[src/pkg/wdc_pkg.sv]
package wdc_pkg;
    // APB byte offsets
    localparam logic [7:0] WDC_CFG_OFFSET = 8'h00;
    localparam logic [7:0] WDC_CTRL_OFFSET = 8'h04;
    localparam logic [7:0] WDC_STATUS_OFFSET = 8'h08;
    localparam logic [7:0] WDC_IRQ_STATUS_OFFSET = 8'h0C;
    localparam logic [7:0] WDC_IRQ_MASK_OFFSET = 8'h10;
    localparam logic [7:0] WDC_COUNT_OFFSET = 8'h14;
    // Configuration word fields
    localparam int WDC_EN1_BIT = 7;
    localparam int WDC_WINDOW_OFF_BIT = 6;
    localparam int WDC_EN0_BIT = 5;
    localparam int WDC_PSA_BIT = 4;
    localparam int WDC_PS_LSB = 0;
    localparam logic [7:0] WDC_CFG_RESET = 8'hFF;
    // Control register fields
    localparam int WDC_SWEN_BIT = 0;
    localparam int WDC_CLEAR_BIT = 1;
    // Interrupt status fields
    localparam int WDC_EV_TIMEOUT = 0;
    localparam int WDC_EV_EARLY = 1;
    localparam int WDC_EV_CLEAR = 2;
    // Hardware enable codes
    localparam logic [1:0] WDC_HW_OFF = 2'h0;
    localparam logic [1:0] WDC_HW_RUN_ONLY = 2'h1;
    localparam logic [1:0] WDC_HW_SOFT = 2'h2;
    localparam logic [1:0] WDC_HW_ON = 2'h3;
    // Prescaler ratios
    localparam logic [7:0] WDC_PRE_SMALL = 8'h20;
    localparam logic [7:0] WDC_PRE_LARGE = 8'h80;
    // Reset pulse length on timeout
    localparam logic [3:0] WDC_RESET_CYCLES = 4'h4;
endpackage

[src/pkg/wdc_tick_if.sv]
`timescale 1ns/1ns
interface wdc_tick_if;
    logic run;
    logic sel128;
    logic restart;
    logic tick;
    modport ctrl (output run, output sel128, output restart, input tick);
    modport pre (input run, input sel128, input restart, output tick);
endinterface

[src/hdl/wdc_prescaler.sv]
`timescale 1ns/1ns
module wdc_prescaler
    import wdc_pkg::*;
(
    // Clock and reset
    input wire logic clk,
    input wire logic reset,
    // Tick link
    wdc_tick_if.pre tk
);
    logic [7:0] cnt_reg;
    logic [7:0] cnt_next;
    logic tick_next;
    logic tick_reg;
    logic [7:0] ratio;

    always_comb begin
        ratio = tk.sel128 ? WDC_PRE_LARGE : WDC_PRE_SMALL;
        cnt_next = cnt_reg;
        tick_next = 1'b0;
        if (tk.restart || !tk.run) begin
            cnt_next = 8'h00;
        end else if (cnt_reg == ratio - 8'h01) begin
            cnt_next = 8'h00;
            tick_next = 1'b1;
        end else begin
            cnt_next = cnt_reg + 8'h01;
        end
    end

    always_ff @(posedge clk) begin
        if (reset) begin
            cnt_reg <= 8'h00;
            tick_reg <= 1'b0;
        end else begin
            cnt_reg <= cnt_next;
            tick_reg <= tick_next;
        end
    end

    assign tk.tick = tick_reg;
endmodule

[src/hdl/wdc_watchdog.sv]
`timescale 1ns/1ns
// How it works
// - Enable code 01 counts only while the device runs, halts in sleep and ignores the software enable.
// - Enable code 00 keeps the watchdog off whatever software writes to its enable bit.
// - Window-disable 1 gives plain operation; 0 makes a clear in the first three quarters reset the device.
// - Prescale select 1 divides the clock by 128, 0 divides it by 32.
// - The four-bit postscale code n divides prescaler ticks by two to the power n.
module wdc_watchdog
    import wdc_pkg::*;
(
    // Clock and reset
    input wire logic clk,
    input wire logic reset,
    // APB slave
    input wire logic psel,
    input wire logic penable,
    input wire logic pwrite,
    input wire logic [7:0] paddr,
    input wire logic [31:0] pwdata,
    output logic [31:0] prdata,
    output logic pready,
    output logic pslverr,
    // Device status
    input wire logic sleeping,
    input wire logic clearInstr,
    // Outputs
    output logic deviceReset,
    output logic irq
);
    typedef enum logic [1:0] {ST_IDLE, ST_COUNT, ST_FIRE} wdc_state_t;

    wdc_tick_if tk();

    wdc_state_t state_reg, state_next;
    logic [7:0] cfg_reg, cfg_next;
    logic swEn_reg, swEn_next;
    logic [15:0] post_reg, post_next;
    logic [2:0] ist_reg, ist_next;
    logic [2:0] imask_reg, imask_next;
    logic [3:0] rst_reg, rst_next;
    logic [31:0] rdata_reg, rdata_next;
    logic wrAcc, rdAcc, mapped;
    logic [1:0] hwEn;
    logic active;
    logic [15:0] limit;
    logic clearNow;
    logic early;
    logic [2:0] ev;

    wdc_prescaler u_pre (
        .clk(clk),
        .reset(reset),
        .tk(tk.pre)
    );

    assign wrAcc = psel && penable && pwrite;
    assign rdAcc = psel && penable && !pwrite;
    assign pready = 1'b1;
    assign mapped = (paddr == WDC_CFG_OFFSET) || (paddr == WDC_CTRL_OFFSET) ||
                    (paddr == WDC_STATUS_OFFSET) || (paddr == WDC_IRQ_STATUS_OFFSET) ||
                    (paddr == WDC_IRQ_MASK_OFFSET) || (paddr == WDC_COUNT_OFFSET);
    assign pslverr = psel && penable && !mapped;

    assign hwEn = {cfg_reg[WDC_EN1_BIT], cfg_reg[WDC_EN0_BIT]};
    always_comb begin
        case (hwEn)
            WDC_HW_OFF: active = 1'b0;
            WDC_HW_RUN_ONLY: active = !sleeping;
            WDC_HW_SOFT: active = swEn_reg;
            WDC_HW_ON: active = 1'b1;
            default: active = 1'b0;
        endcase
    end

    assign limit = 16'h0001 << cfg_reg[WDC_PS_LSB +: 4];
    assign tk.run = active && (state_reg == ST_COUNT);
    assign tk.sel128 = cfg_reg[WDC_PSA_BIT];
    assign clearNow = clearInstr || (wrAcc && paddr == WDC_CTRL_OFFSET && pwdata[WDC_CLEAR_BIT]);
    assign tk.restart = clearNow;
    // Early when fewer than three quarters of the period have passed
    assign early = !cfg_reg[WDC_WINDOW_OFF_BIT] && ({post_reg, 2'b00} < ({2'b00, limit} * 18'h3));

    always_comb begin
        state_next = state_reg;
        post_next = post_reg;
        rst_next = rst_reg;
        ev = 3'h0;
        case (state_reg)
            ST_IDLE: begin
                post_next = 16'h0000;
                if (active) begin
                    state_next = ST_COUNT;
                end
            end
            ST_COUNT: begin
                if (!active) begin
                    // Sleep halts without losing the count
                    if (hwEn != WDC_HW_RUN_ONLY) begin
                        state_next = ST_IDLE;
                    end
                end else if (clearNow) begin
                    ev[WDC_EV_CLEAR] = 1'b1;
                    post_next = 16'h0000;
                    if (early) begin
                        ev[WDC_EV_EARLY] = 1'b1;
                        state_next = ST_FIRE;
                        rst_next = WDC_RESET_CYCLES;
                    end
                end else if (tk.tick) begin
                    if (post_reg == limit - 16'h0001) begin
                        ev[WDC_EV_TIMEOUT] = 1'b1;
                        post_next = 16'h0000;
                        state_next = ST_FIRE;
                        rst_next = WDC_RESET_CYCLES;
                    end else begin
                        post_next = post_reg + 16'h0001;
                    end
                end
            end
            ST_FIRE: begin
                rst_next = rst_reg - 4'h1;
                if (rst_reg == 4'h1) begin
                    state_next = ST_IDLE;
                end
            end
            default: state_next = ST_IDLE;
        endcase
    end

    always_comb begin
        cfg_next = cfg_reg;
        swEn_next = swEn_reg;
        imask_next = imask_reg;
        // Set wins over a write-one clear
        ist_next = ist_reg | ev;
        if (wrAcc) begin
            case (paddr)
                WDC_CFG_OFFSET: cfg_next = pwdata[7:0];
                WDC_CTRL_OFFSET: swEn_next = pwdata[WDC_SWEN_BIT];
                WDC_IRQ_STATUS_OFFSET: ist_next = (ist_reg & ~pwdata[2:0]) | ev;
                WDC_IRQ_MASK_OFFSET: imask_next = pwdata[2:0];
                default: cfg_next = cfg_reg;
            endcase
        end
        rdata_next = rdata_reg;
        if (psel && !penable && !pwrite) begin
            case (paddr)
                WDC_CFG_OFFSET: rdata_next = {24'h000000, cfg_reg};
                WDC_CTRL_OFFSET: rdata_next = {31'h0, swEn_reg};
                WDC_STATUS_OFFSET: rdata_next = {29'h0, deviceReset, tk.run, active};
                WDC_IRQ_STATUS_OFFSET: rdata_next = {29'h0, ist_reg};
                WDC_IRQ_MASK_OFFSET: rdata_next = {29'h0, imask_reg};
                WDC_COUNT_OFFSET: rdata_next = {16'h0000, post_reg};
                default: rdata_next = 32'h00000000;
            endcase
        end
    end

    always_ff @(posedge clk) begin
        if (reset) begin
            state_reg <= ST_IDLE;
            cfg_reg <= WDC_CFG_RESET;
            swEn_reg <= 1'b0;
            post_reg <= 16'h0000;
            ist_reg <= 3'h0;
            imask_reg <= 3'h0;
            rst_reg <= 4'h0;
            rdata_reg <= 32'h00000000;
        end else begin
            state_reg <= state_next;
            cfg_reg <= cfg_next;
            swEn_reg <= swEn_next;
            post_reg <= post_next;
            ist_reg <= ist_next;
            imask_reg <= imask_next;
            rst_reg <= rst_next;
            rdata_reg <= rdata_next;
        end
    end

    assign prdata = rdAcc ? rdata_reg : 32'h00000000;
    assign deviceReset = (state_reg == ST_FIRE);
    assign irq = |(ist_reg & imask_reg);
endmodule

[config.mk]
export PLATFORM = sky130hd
export DESIGN_NAME = wdc_watchdog
export DESIGN_NICKNAME = d
export VERILOG_FILES = /design/src/pkg/wdc_pkg.sv /design/src/pkg/wdc_tick_if.sv /design/src/hdl/wdc_prescaler.sv /design/src/hdl/wdc_watchdog.sv
export SDC_FILE = /design/constraint.sdc
export NUM_CORES = 1
export LEC_CHECK = 0
export BUFFER_PORTS_ARGS = -buffer_cell sky130_fd_sc_hd__buf_4
export CORE_ASPECT_RATIO = 1.4
export CORE_MARGIN = 5
export CORE_UTILIZATION = 38
export CTS_BUF_LIST = sky130_fd_sc_hd__clkbuf_4 sky130_fd_sc_hd__clkbuf_8 sky130_fd_sc_hd__clkbuf_16
export DETAILED_ROUTE_END_ITERATION = 16
export SYNTH_ARGS = -nofsm -noshare
export SYNTH_HDL_FRONTEND = slang
export SYNTH_SLANG_ARGS = --single-unit
[constraint.sdc]
create_clock -name clk -period 4.8 [get_ports clk]
set_input_delay 0.72 -clock clk [delete_from_list [all_inputs] [get_ports clk]]
set_output_delay 0.72 -clock clk [all_outputs]
set_load 0.03 [all_outputs]
# --- After elaboration in Yosys (flattened, before gate mapping) ---
# Index checks and enable logic that the tools add are counted.
op_classes:
  add_sub_neg: 5
  n_mul: 1
  n_lt_le_gt_ge: 1
  n_eq_ne: 24
  shift: 1
  mux: 34
  n_bitwise: 5
  reduce_logical: 37
op_table:
  columns: ["cell", "n"]
  rows:
  - ["$pmux W16 S6", 1]
  - ["$mux W16", 4]
  - ["$mux W32", 1]
  - ["$pmux W16 S2", 1]
  - ["$mux W4", 5]
  - ["$lt A18 B18 Y1", 1]
  - ["$mul A16 B2 Y18 const B", 1]
  - ["$mux W2", 9]
  - ["$add A16 B1 Y16 const B", 1]
  - ["$eq A16 B16 Y1", 1]
  - ["$eq A8 B4 Y1 const B", 2]
  - ["$eq A8 B5 Y1 const B", 2]
  - ["$shl A1 B4 Y16 const A", 1]
  - ["$sub A16 B1 Y16 const B", 1]
  - ["$mux W3", 4]
  - ["$logic_and A1 B1 Y1", 10]
  - ["$add A8 B1 Y8 const B", 1]
  - ["$eq A8 B3 Y1 const B", 1]
  - ["$eq A8 B8 Y1", 1]
  - ["$logic_not A8 Y1", 1]
  - ["$mux W8", 1]
  - ["$ne A4 B2 Y1 const B", 2]
  - ["$pmux W4 S2", 1]
  - ["$sub A8 B1 Y8 const B", 1]
  - ["26 further kinds", 54]
word_totals:
  regBits: 78
  out_inout_bits: 36
  wordCells: 118

# --- Logic depth before layout (Yosys ltp) ---
# Gate-level depths: netlist of run 1.
logic_depth:
  depth_word: 11
  ltp_mapped: 23
  ltp_nobuf: 22

# --- Modules after synthesis ---
# Synthesis of run 1 repeated with hierarchy kept, for this count alone.
unflattened:
  hier_cells: 663
  hier_area_um2: 5098.6
modules_own_cells:
  columns: ["module", "instances", "cells_each", "area_each_um2", "seq_area_each_um2"]
  rows:
  - ["wdc_watchdog", 1, 623, 4697.0, 1061.0]
  - ["wdc_prescaler", 1, 40, 401.6, 180.2]

# --- Worst setup path after synthesis of run 1 ---
# OpenSTA, ideal clock, no wires.
synth_timing:
  path_type: "register to register"
  start: "register cfg_reg[0]"
  end: "register rst_reg[3]"
  t_arrival_ns: 4.575
  path_slack_ns: 0.108
  stages_incl_launch_ff: 23
  path_buffers: 1
  synth_period_minus_slack_ns: 4.692
  path_cell_list: "dfxtp_1 buf_4 and2b_1 nand2_1 inv_1 ha_1 fa_1 a21o_1 a21oi_1 o21ba_2 o21ai_0 a2111oi_0 o21bai_1 a21o_1 a21oi_1 ha_1 and3_1 a2111oi_0 o21ai_0 nand3_1 and2_0 nand3_1 a32o_1"
synth_between:
  elab_chain_len: 6
  word_cells_on_any_way: 9
  cone_classes: "1 x add/sub; 1 x mul; 1 x order compare; 3 x eq/ne; 1 x shift; 2 x reduce/logical"
synth_rtl:
  columns: ["element", "line", "source"]
  rows:
  - ["start: declaration", "wdc_watchdog.sv:35", "logic [7:0] cfg_reg, cfg_next;"]
  - ["start signal: assignment", "wdc_watchdog.sv:171", "cfg_reg <= cfg_next;"]
  - ["$shl A1 B4 Y16 (*)", "wdc_watchdog.sv:75", "assign limit = 16'h0001 << cfg_reg[WDC_PS_LSB +: 4];"]
  - ["$mul A16 B2 Y18", "wdc_watchdog.sv:81", "assign early = !cfg_reg[WDC_WINDOW_OFF_BIT] && ({post_reg, 2'b00} < ({2'b00, limit} * 18'h3));"]
  - ["$lt A18 B18 Y1", "wdc_watchdog.sv:81", null]
  - ["$logic_and A1 B1 Y1", "wdc_watchdog.sv:81", null]
  - ["$ne A3 B3 Y1 (no line)", null, null]
  - ["$reduce_and A5 Y1 (no line) (*)", null, null]
  - ["end signal: assignment", "wdc_watchdog.sv:176", "rst_reg <= rst_next;"]
  - ["end: declaration", "wdc_watchdog.sv:40", "logic [3:0] rst_reg, rst_next;"]
# Mark *: on every way between the ends. The rest lies on a longest branch, timed or not.
# A chain may end at the register's enable or synchronous reset.

# --- Final worst setup path of run 1 ---
layout_timing:
  start: "register cfg_reg[1]"
  end: "register state_reg[1]"
layout_between:
  elab_chain_len: 6
  word_cells_on_any_way: 9
  cone_classes: "1 x add/sub; 1 x mul; 1 x order compare; 3 x eq/ne; 1 x shift; 2 x reduce/logical"
layout_rtl:
  columns: ["element", "line", "source"]
  rows:
  - ["$shl A1 B4 Y16 (*)", "wdc_watchdog.sv:75", null]
  - ["$mul A16 B2 Y18", "wdc_watchdog.sv:81", null]
  - ["$lt A18 B18 Y1", "wdc_watchdog.sv:81", null]
  - ["$logic_and A1 B1 Y1", "wdc_watchdog.sv:81", null]
  - ["$ne A4 B4 Y1 (no line)", null, null]
  - ["$reduce_and A6 Y1 (no line) (*)", null, null]
  - ["end signal: assignment", "wdc_watchdog.sv:170", "state_reg <= state_next;"]
  - ["end: declaration", "wdc_watchdog.sv:34", "wdc_state_t state_reg, state_next;"]
# Marked as above.

==> results.md, run 1 <==
- Status: complete, no violations
- Leakage: 2.72 nW
- Synth Warn #: 0
- Total GRT Usage: 0.170
- Final worst slack: 0.268 ns
- WL final: 13100 um
- FP Rows: 50
- Yosys top cell area share: 0.241
- Placed cell area: 5730 um2
- Mean Syn Cell Area: 8.16 um2
- Synth area leader: dfxtp_1
- Post-Syn Instances: 632
- Max layer used: met4
- Ys async rst share: 0
- Clock Latency Late Sink: 0.33 ns
- Core footprint: 13300 um2
- Initial DRC count: 210
- Worst path buffer plus inverter count: 3
- Final hold vios: 0
- Routed wl met3: 512 um
- Synth top cells by count: nor2_1, dfxtp_1, ha_1, nand2_1, a21oi_1
- Mapped cell area: 5160 um2
- Worst reg2reg setup slack: 0.27 ns
- Worst Path Required: 5.04 ns
- Root Driver: clkbuf_16
- Routability-driven placement congestion ratio: 0.885
- Final period util: 0.944
- Endpoints failing setup: 0
- Top cells by area, synth: dfxtp_1, ha_1, nor2_1, xnor2_1, nand2_1
- PD cells: 259 nW/um2
- Fin crit period: 4.53 ns
- Most used DFF post-synth: dfxtp_1
- Total iterations of the first detailed-routing run: 4
- Hold depth: 1
- Slowest stage delay, CP: 0.42 ns
- Vias: 4523
- Achievable Freq: 221 MHz
- Max cap viols: 0
- Maximum vdd drop: 0.000239 V
- Syn-to-layout area delta: 20.3%
- Io pins: 83
- CTS Sinks: 62
- # hold bufs at CTS: 0
- Clock Skews: 0.00696 ns
- Critical-path top delay cell: or4_1
- Relative slew slack: 0.489
- Number of global-route vias before repair: 4662
- Tot Pwr: 1.61 mW
- Setup TNS Final: 0 ns
- DP Worst Slack: -0.375 ns
- IO Port Bufs: 41
- H-tree levels: 3
- Design area: 6200 um2
- R2R Path End: state_reg[1]
- Reg-to-Reg Start: cfg_reg[1]
- Synth Register Bits: 62
- Crit. End Element: flip-flop
- Worst Setup Start Kind: flip-flop
- Crit path cell chain: buf_4 > and2b_2 > nand2_2 > buf_4 > ha_1 > buf_4 > a21oi_4 > o211ai_1 > and2_4 > a21o_1 > or4_1 > and3_1 > a211oi_2 > ha_1 > and3_2 > a2111oi_4 > o21ai_2 > nand3_2 > nand4_1 > a211o_1 > o31ai_1
- DRC viols: 0
- CTS tree: built
- Post-synth EDFFs: 0
- Die height: 148 um
- Nets: 795
- Min-Delay Path Class: flip-flop to flip-flop
- Chip width: 108 um
- Routed len/inst: 14.9 um
- Starting density of the core: 0.387
- DP HPWL: 10400 um
- Vias/cell: 5.16
- Detail Route Antenna Nets: 0
- Sequential-to-total area share from yosys stat: 0.241
- Gr ovfl total: 0
- CP arrival: 4.77 ns
- Pin count of the biggest net entering global routing: 34
- Count leader, synth: nor2_1
- Number of antenna violations at the first check in global routing: 0
- Layout cells sized above 1: 0.200
- Top cell by count, worst path: buf_4
- First-pass GRT wire length: 22100 um
- TritonCTS Buffers: 9
- Slew Viols, Final: 0
- Die ar.: 16000 um2
- Kind of critical path: flip-flop to flip-flop
- Top delay family on crit path: compound AO/OA/AOI/OAI gates
- Yosys cell types: 77
- Crit-path max FO: 4
- Slew @ Worst Pin: 0.764 ns
- Met2 wire len: 7090 um
- Clk pin slew, worst setup/hold paths: 0.06 ns
- Hold EP: u_pre.cnt_reg[0]
- Ant diodes: 0
- Reg2Reg Depth: 21
- Hold Crit Start: u_pre.cnt_reg[0]
- WL met1: 5140 um
- Clk buf depth: 2
stage by stage:
stage | std cells | hold slack [ns] | util
after global routing | 877 | 0.506 | 0.466
after detailed placement | 859 | 0.462 | 0.430
after global placement | 859 | 0.442 | 0.430
after CTS | 875 | 0.476 | 0.458
final | 877 | 0.462 | 0.466
after floorplan | 647 | 0.426 | -
routing by layer:
layer  track usage  vias up
li1              -     2286
met2         0.321      111
met5             0        -
met3        0.0262       25
met4        0.0537        0
met1         0.191     2101
cell type report:
| class | count | area (um2) |
|---|---|---|
| Clock inverter | 7 | 128 |
| Clock buffer | 9 | 225 |
| Timing Repair Buffer | 72 | 544 |
| Sequential cell | 62 | 1240 |
| Multi-Input combinational cell | 512 | 3710 |
| Inverter | 33 | 124 |
| Tap cell | 182 | 228 |
| Fill cell | 1294 | 7120 |
power breakdown:
| part | total (mW) | switching, mW | internal, mW |
|---|---|---|---|
| Sequential | 0.549 | 0.0164 | 0.533 |
| Clock | 0.778 | 0.263 | 0.515 |
| Combinational | 0.281 | 0.182 | 0.0997 |
cell families after synthesis:
logic type               Yosys count  share of synthesized area
buffers and inverters             73                     0.0708
AND/OR/NAND/NOR                  254                      0.265
XOR/XNOR                          54                      0.101
AO/OA/AOI/OAI                    116                      0.151
multiplexers                      13                     0.0277
flip-flops                        62                      0.241
other                              2                    0.00146
adder cells (fa/ha/maj)           58                      0.142
timing repair:
action	in CTS	in global routing
resized for setup	10	17
pin swaps	1	8
endpoints found under the setup margin	6	6
buffers inserted	0	2
cell usage in the layout (no fill, tap or decap), types with 4 or more instances in the layout:
master,netlist,layout
mux2i_1,12,12
o21ai_0,18,16
o22ai_1,4,4
nor2_1,76,75
o211ai_1,5,5
a22oi_1,17,17
nor3_1,11,10
conb_1,2,17
nor3b_1,4,4
clkbuf_16,0,9
nor2b_1,4,4
xor2_1,23,23
nand2b_1,4,4
o31ai_1,4,4
ha_1,57,57
and2_1,20,19
a21o_1,4,4
nand2_1,54,54
nand3_1,23,22
inv_1,28,28
nand4_1,7,7
buf_4,21,71
xnor2_1,27,27
a21oi_1,30,28
dfxtp_1,62,62
and3_1,12,11
inv_2,5,5
how the worst max path moves through the flow:
stage | endpoint | start | slack [ns] | depth (start not counted)
finish | state_reg[1] | cfg_reg[1] | 0.27 | 21
global placement | rst_reg[3] | cfg_reg[1] | -0.31 | 21
floorplan | rst_reg[3] | cfg_reg[0] | 0.11 | 22
global route | state_reg[1] | cfg_reg[1] | -0.01 | 21
CTS | rst_reg[3] | cfg_reg[1] | 0.007 | 21
detailed placement | rst_reg[3] | cfg_reg[1] | -0.38 | 21
Note: power is estimated with default switching activity, not from simulation.
==> inputs of run 2 (changes only) <==
CORE_UTILIZATION = 35   (was 38)
==> results.md, run 2 (synthesis gave the netlist of run 1 again) <==
- Clk buf depth: 2
- Max cap viols: 0
- Total iterations of the first detailed-routing run: 4
- Worst path buffer plus inverter count: 2
- Commonest non-fill, non-tap cell in the layout: nor2_1
- Die ar.: 17300 um2
- Util after Layout: 0.431
- Nets: 797
- Achievable Freq: 217 MHz
- Die height: 154 um
- DP HPWL: 10700 um
- Status: complete, no violations
- Number of antenna violations at the first check in global routing: 0
- Min-Delay Path Class: flip-flop to flip-flop
- Vias: 4591
- Final period util: 0.958
- Syn-to-layout area delta: 20.7%
- Crit. End Element: flip-flop
- Total GRT Usage: 0.153
- CTS tree: built
- TritonCTS Buffers: 9
- Fin crit period: 4.60 ns
- Root Driver: clkbuf_16
- Routability-driven placement congestion ratio: 0.849
- Io pins: 83
- FP Rows: 52
- IO Port Bufs: 41
- Initial DRC count: 173
- Slowest stage delay, CP: 0.41 ns
- Layout cells sized above 1: 0.215
- Design area: 6220 um2
- Vias/cell: 5.18
- Slew Viols, Final: 0
- Filler Cell Count: 1442
- Hold Slack: 0.462 ns
- Final hold vios: 0
- Slew @ Worst Pin: 0.739 ns
- Multi-input logic area: 3770 um2
- Ant diodes: 0
- Critical-path top delay cell: or4_4
- Relative slew slack: 0.506
- Clk pin slew, worst setup/hold paths: 0.06 ns
- PD cells: 233 nW/um2
- Routed len/inst: 15.2 um
- Register area: 1240 um2
- WL final: 13400 um
- # hold bufs at CTS: 0
- Pin count of the biggest net entering global routing: 34
- Core footprint: 14400 um2
- Hold depth: 1
- Placed cell area: 5740 um2
- CP arrival: 4.84 ns
- Crit path cell chain: nor2_2 > buf_4 > nand2_2 > buf_4 > ha_1 > a21o_1 > a21oi_4 > o211ai_1 > and2_4 > a21o_1 > or4_4 > and3_1 > a211oi_2 > ha_1 > and3_4 > a2111oi_4 > o21ai_2 > nand3_2 > nand4_1 > a211o_1 > o31ai_2
- Crit-path max FO: 4
- Worst Setup Start Kind: flip-flop
- Clock Latency Late Sink: 0.33 ns
- Top delay family on crit path: compound AO/OA/AOI/OAI gates
- Leakage: 2.70 nW
- Chip width: 113 um
- Maximum vdd drop: 0.000292 V
- Most frequent cells in the layout: nor2_1, buf_4, dfxtp_1
- Kind of critical path: flip-flop to flip-flop
- H-tree levels: 3
- Detail Route Antenna Nets: 0
- DRC viols: 0
- First-pass GRT wire length: 22300 um
- Starting density of the core: 0.357
- Endpoints failing setup: 0
- CTS Sinks: 62
- Gr ovfl total: 0
- Worst Path Required: 5.04 ns
- Reg2Reg Depth: 21
- Critical path depth: 21
- Number of global-route vias before repair: 4743
- Clock Skews: 0.00951 ns
==> run 2: cell types whose count changed in the layout (fill, tap and decap cells not counted), sizes merged <==
| cell | delta |
|---|---|
| clkinvlp | +1 |
| clkinv | +3 |
| buf | +2 |
| clkbuf | +1 |
| bufinv | -3 |
| inv | -2 |
==> run 2: report_power, final <==
part / internal (mW) / total, mW / switching [mW]
logic: 0.0991 / 0.285 / 0.186
registers: 0.533 / 0.550 / 0.0174
clock network: 0.367 / 0.615 / 0.248
==> run 2: what timing repair did <==
| item | 4_1_cts | 5_1_grt |
|---|---|---|
| endpoints found under the setup margin | 7 | 7 |
| buffers inserted | 1 | 2 |
| pin swaps | 3 | 16 |
| gates resized for setup | 12 | 26 |
==> run 2: cell type report <==
| cell class | count | area share |
|---|---|---|
| Clock inverter | 6 | 0.00744 |
| Tap cell | 189 | 0.0380 |
| Inverter | 33 | 0.0199 |
| Clock buffer | 10 | 0.0384 |
| Timing Repair Buffer | 74 | 0.0911 |
| Multi-Input combinational cell | 512 | 0.606 |
| Sequential cell | 62 | 0.200 |
==> run 2: final timing paths <==
check / start / endpoint / slack (ns)
worst max-delay path: cfg_reg[2] / state_reg[1] / 0.20
worst min-delay path: u_pre.cnt_reg[0] / u_pre.cnt_reg[0] / 0.46
worst max register to register: cfg_reg[2] / state_reg[1] / 0.20
worst min register to register: u_pre.cnt_reg[0] / u_pre.cnt_reg[0] / 0.46
==> run 2: routing by layer <==
| metal | up-vias | GRT usage | routed length, um |
|---|---|---|---|
| met1 | 2166 | 0.161 | 5130 |
| met3 | 33 | 0.0271 | 430 |
| met5 | - | 0 | 0 |
| li1 | 2299 | - | - |
| met4 | 0 | 0.0613 | 434 |
| met2 | 93 | 0.295 | 7430 |
==> run 2: stage by stage <==
stage	setup WS, ns	setup TNS (ns)	cells	power, mW
detailed placement	-0.562	-2.84	867	0.822
CTS	-0.00716	-0.00716	884	1.44
global route	-0.0159	-0.0214	886	1.52
finish	0.201	0	886	1.45
floorplan	0.108	0	647	0.765
global placement	-0.277	-1.21	867	0.811
==> inputs of run 3 (changes only) <==
PLACE_DENSITY = 0.59   (was unset)
==> results.md, run 3 (synthesis gave the netlist of run 1 again) <==
- Int Pwr: 0.997 mW
- Final hold vios: 0
- H-tree levels: 3
- Status: complete, no violations
- Reg power frac: 0.381
- Routed wl met3: 456 um
- R2R Path End: state_reg[1]
- Routed len/inst: 15.1 um
- Filler Cell Count: 1466
- Total GRT Usage: 0.151
- Sw frac: 0.309
- Core footprint: 14400 um2
- Clk pin slew, worst setup/hold paths: 0.06 ns
- Worst Path Required: 5.04 ns
- Endpoints failing setup: 0
- IO Port Bufs: 41
- Final worst slack: 0.269 ns
- Achievable Freq: 221 MHz
- Kind of critical path: flip-flop to flip-flop
- Routability-driven placement congestion ratio: 0.858
- Syn-to-layout area delta: 20.0%
- Relative slew slack: 0.505
- CTS Sinks: 62
- Layout cells sized above 1: 0.208
- Clock Latency Late Sink: 0.33 ns
- Nets: 797
- Root Driver: clkbuf_16
- Detail Route Antenna Nets: 0
- Io pins: 83
- Slew Viols, Final: 0
- Reg2Reg Depth: 20
- Hold EP: u_pre.cnt_reg[0]
- Ant diodes: 0
- Vias: 4591
- Max cap viols: 0
- WL final: 13400 um
- Reg-to-Reg Start: cfg_reg[1]
- Slew @ Worst Pin: 0.740 ns
- Pin count of the biggest net entering global routing: 34
- Number of global-route vias before repair: 4580
- Proportion of power drawn by the clock network: 0.423
- Chip width: 113 um
- Clk buf depth: 2
- First-pass GRT wire length: 21800 um
- Leakage: 2.69 nW
- Comb pwr share: 0.195
- Final period util: 0.944
- DRC viols: 0
- Die height: 154 um
- WL met1: 5200 um
- Hold depth: 1
- Worst Setup Start Kind: flip-flop
- Maximum vdd drop: 0.000253 V
- CP arrival: 4.77 ns
- Gr ovfl total: 0
- Starting density of the core: 0.357
- TritonCTS Buffers: 9
- Number of antenna violations at the first check in global routing: 0
- Crit-path max FO: 13
- Fin crit period: 4.53 ns
- DP Worst Slack: -0.436 ns
- Commonest non-fill, non-tap cell in the layout: nor2_1
- Crit. End Element: flip-flop
- DP HPWL: 10600 um
- Total iterations of the first detailed-routing run: 5
- CTS tree: built
- Worst reg2reg setup slack: 0.27 ns
- Min-Delay Path Class: flip-flop to flip-flop
- Hold Crit Start: u_pre.cnt_reg[0]
- Met2 wire len: 7330 um
- FP Rows: 52
- Max layer used: met4
- Die ar.: 17300 um2
- Most frequent cells in the layout: nor2_1, buf_4, dfxtp_1
- Clock Skews: 0.00576 ns
- Initial DRC count: 207
- Util after Layout: 0.428
- PD cells: 233 nW/um2
- Switching power: 0.445 mW
- Vias/cell: 5.18
-- run 3: cell count changes in the layout (fill, tap and decap cells not counted), moves of 2 or more --
cell,change
inv_6,+2
ha_4,-2
nand2_1,+2
nand2_2,-2
-- run 3: final cells by class --
type	count	area, um2	area share
timing repair buffer	74	567	0.0916
clock buffer	10	239	0.0386
sequential	62	1240	0.201
multi-input combinational	512	3730	0.604
tap	189	236	0.0382
inverter	33	124	0.0200
clock inverter	6	43.8	0.00708
-- run 3: worst max-delay path by stage --
stage | to | slack (ns) | start | cells past startpoint
global route | rst_reg[2] | -0.03 | cfg_reg[1] | 22
finish | state_reg[1] | 0.27 | cfg_reg[1] | 20
global placement | rst_reg[3] | -0.28 | cfg_reg[1] | 21
CTS | state_reg[1] | 0.007 | cfg_reg[1] | 21
floorplan | rst_reg[3] | 0.11 | cfg_reg[0] | 22
detailed placement | rst_reg[3] | -0.44 | cfg_reg[1] | 21
-- run 3: power groups by stage --
| stage | clock, mW | combinational (mW) | sequential (mW) |
|---|---|---|---|
| 3_5_place_dp | 0 | 0.263 | 0.560 |
| 3_3_place_gp | 0 | 0.252 | 0.560 |
| 6_report | 0.611 | 0.282 | 0.550 |
| 5_1_grt | 0.648 | 0.312 | 0.553 |
| 4_1_cts | 0.622 | 0.266 | 0.550 |
| 2_1_floorplan | 0 | 0.210 | 0.555 |
-- run 3: through the flow --
| step | power (mW) | hold WS, ns | instance area [um2] | std cells | TNS [ns] |
|---|---|---|---|---|---|
| floorplan | 0.765 | 0.426 | 5210 | 647 | 0 |
| global placement | 0.812 | 0.442 | 5730 | 865 | -1.20 |
| detailed placement | 0.824 | 0.454 | 5730 | 865 | -2.23 |
| CTS | 1.44 | 0.466 | 6050 | 883 | 0 |
| global route | 1.51 | 0.510 | 6190 | 886 | -0.0649 |
| finish | 1.44 | 0.465 | 6190 | 886 | 0 |
-- run 3: worst max-delay path, stage by stage, from the launching register on --
cell       delay [ns]
dfxtp_2          0.32
buf_4            0.14
buf_8            0.14
and4bb_2         0.34
inv_1            0.07
ha_1             0.33
nor3_2           0.15
nor2_1           0.07
and2_4           0.16
a21o_1           0.19
or4_1            0.41
and3_1           0.17
a211oi_2         0.23
ha_1             0.29
and3_4           0.20
a2111oi_4        0.35
o21ai_2          0.15
nand3_2          0.13
nand4_1          0.20
a211o_1          0.32
o31ai_1          0.07
-- run 3: metal layers --
layer | vias to the layer above | GRT usage
met4 | 0 | 0.0619
met1 | 2145 | 0.163
met2 | 117 | 0.287
met5 | - | 0
li1 | 2301 | -
met3 | 28 | 0.0236
-- run 3: what timing repair did --
action / CTS / global route
endpoints found under the hold margin: 0 / 0
buffers inserted: 2 / 3
gates resized for setup: 11 / 22
pin swaps: 3 / 11
hold buffers: 0 / 0
endpoints found under the setup margin: 6 / 7
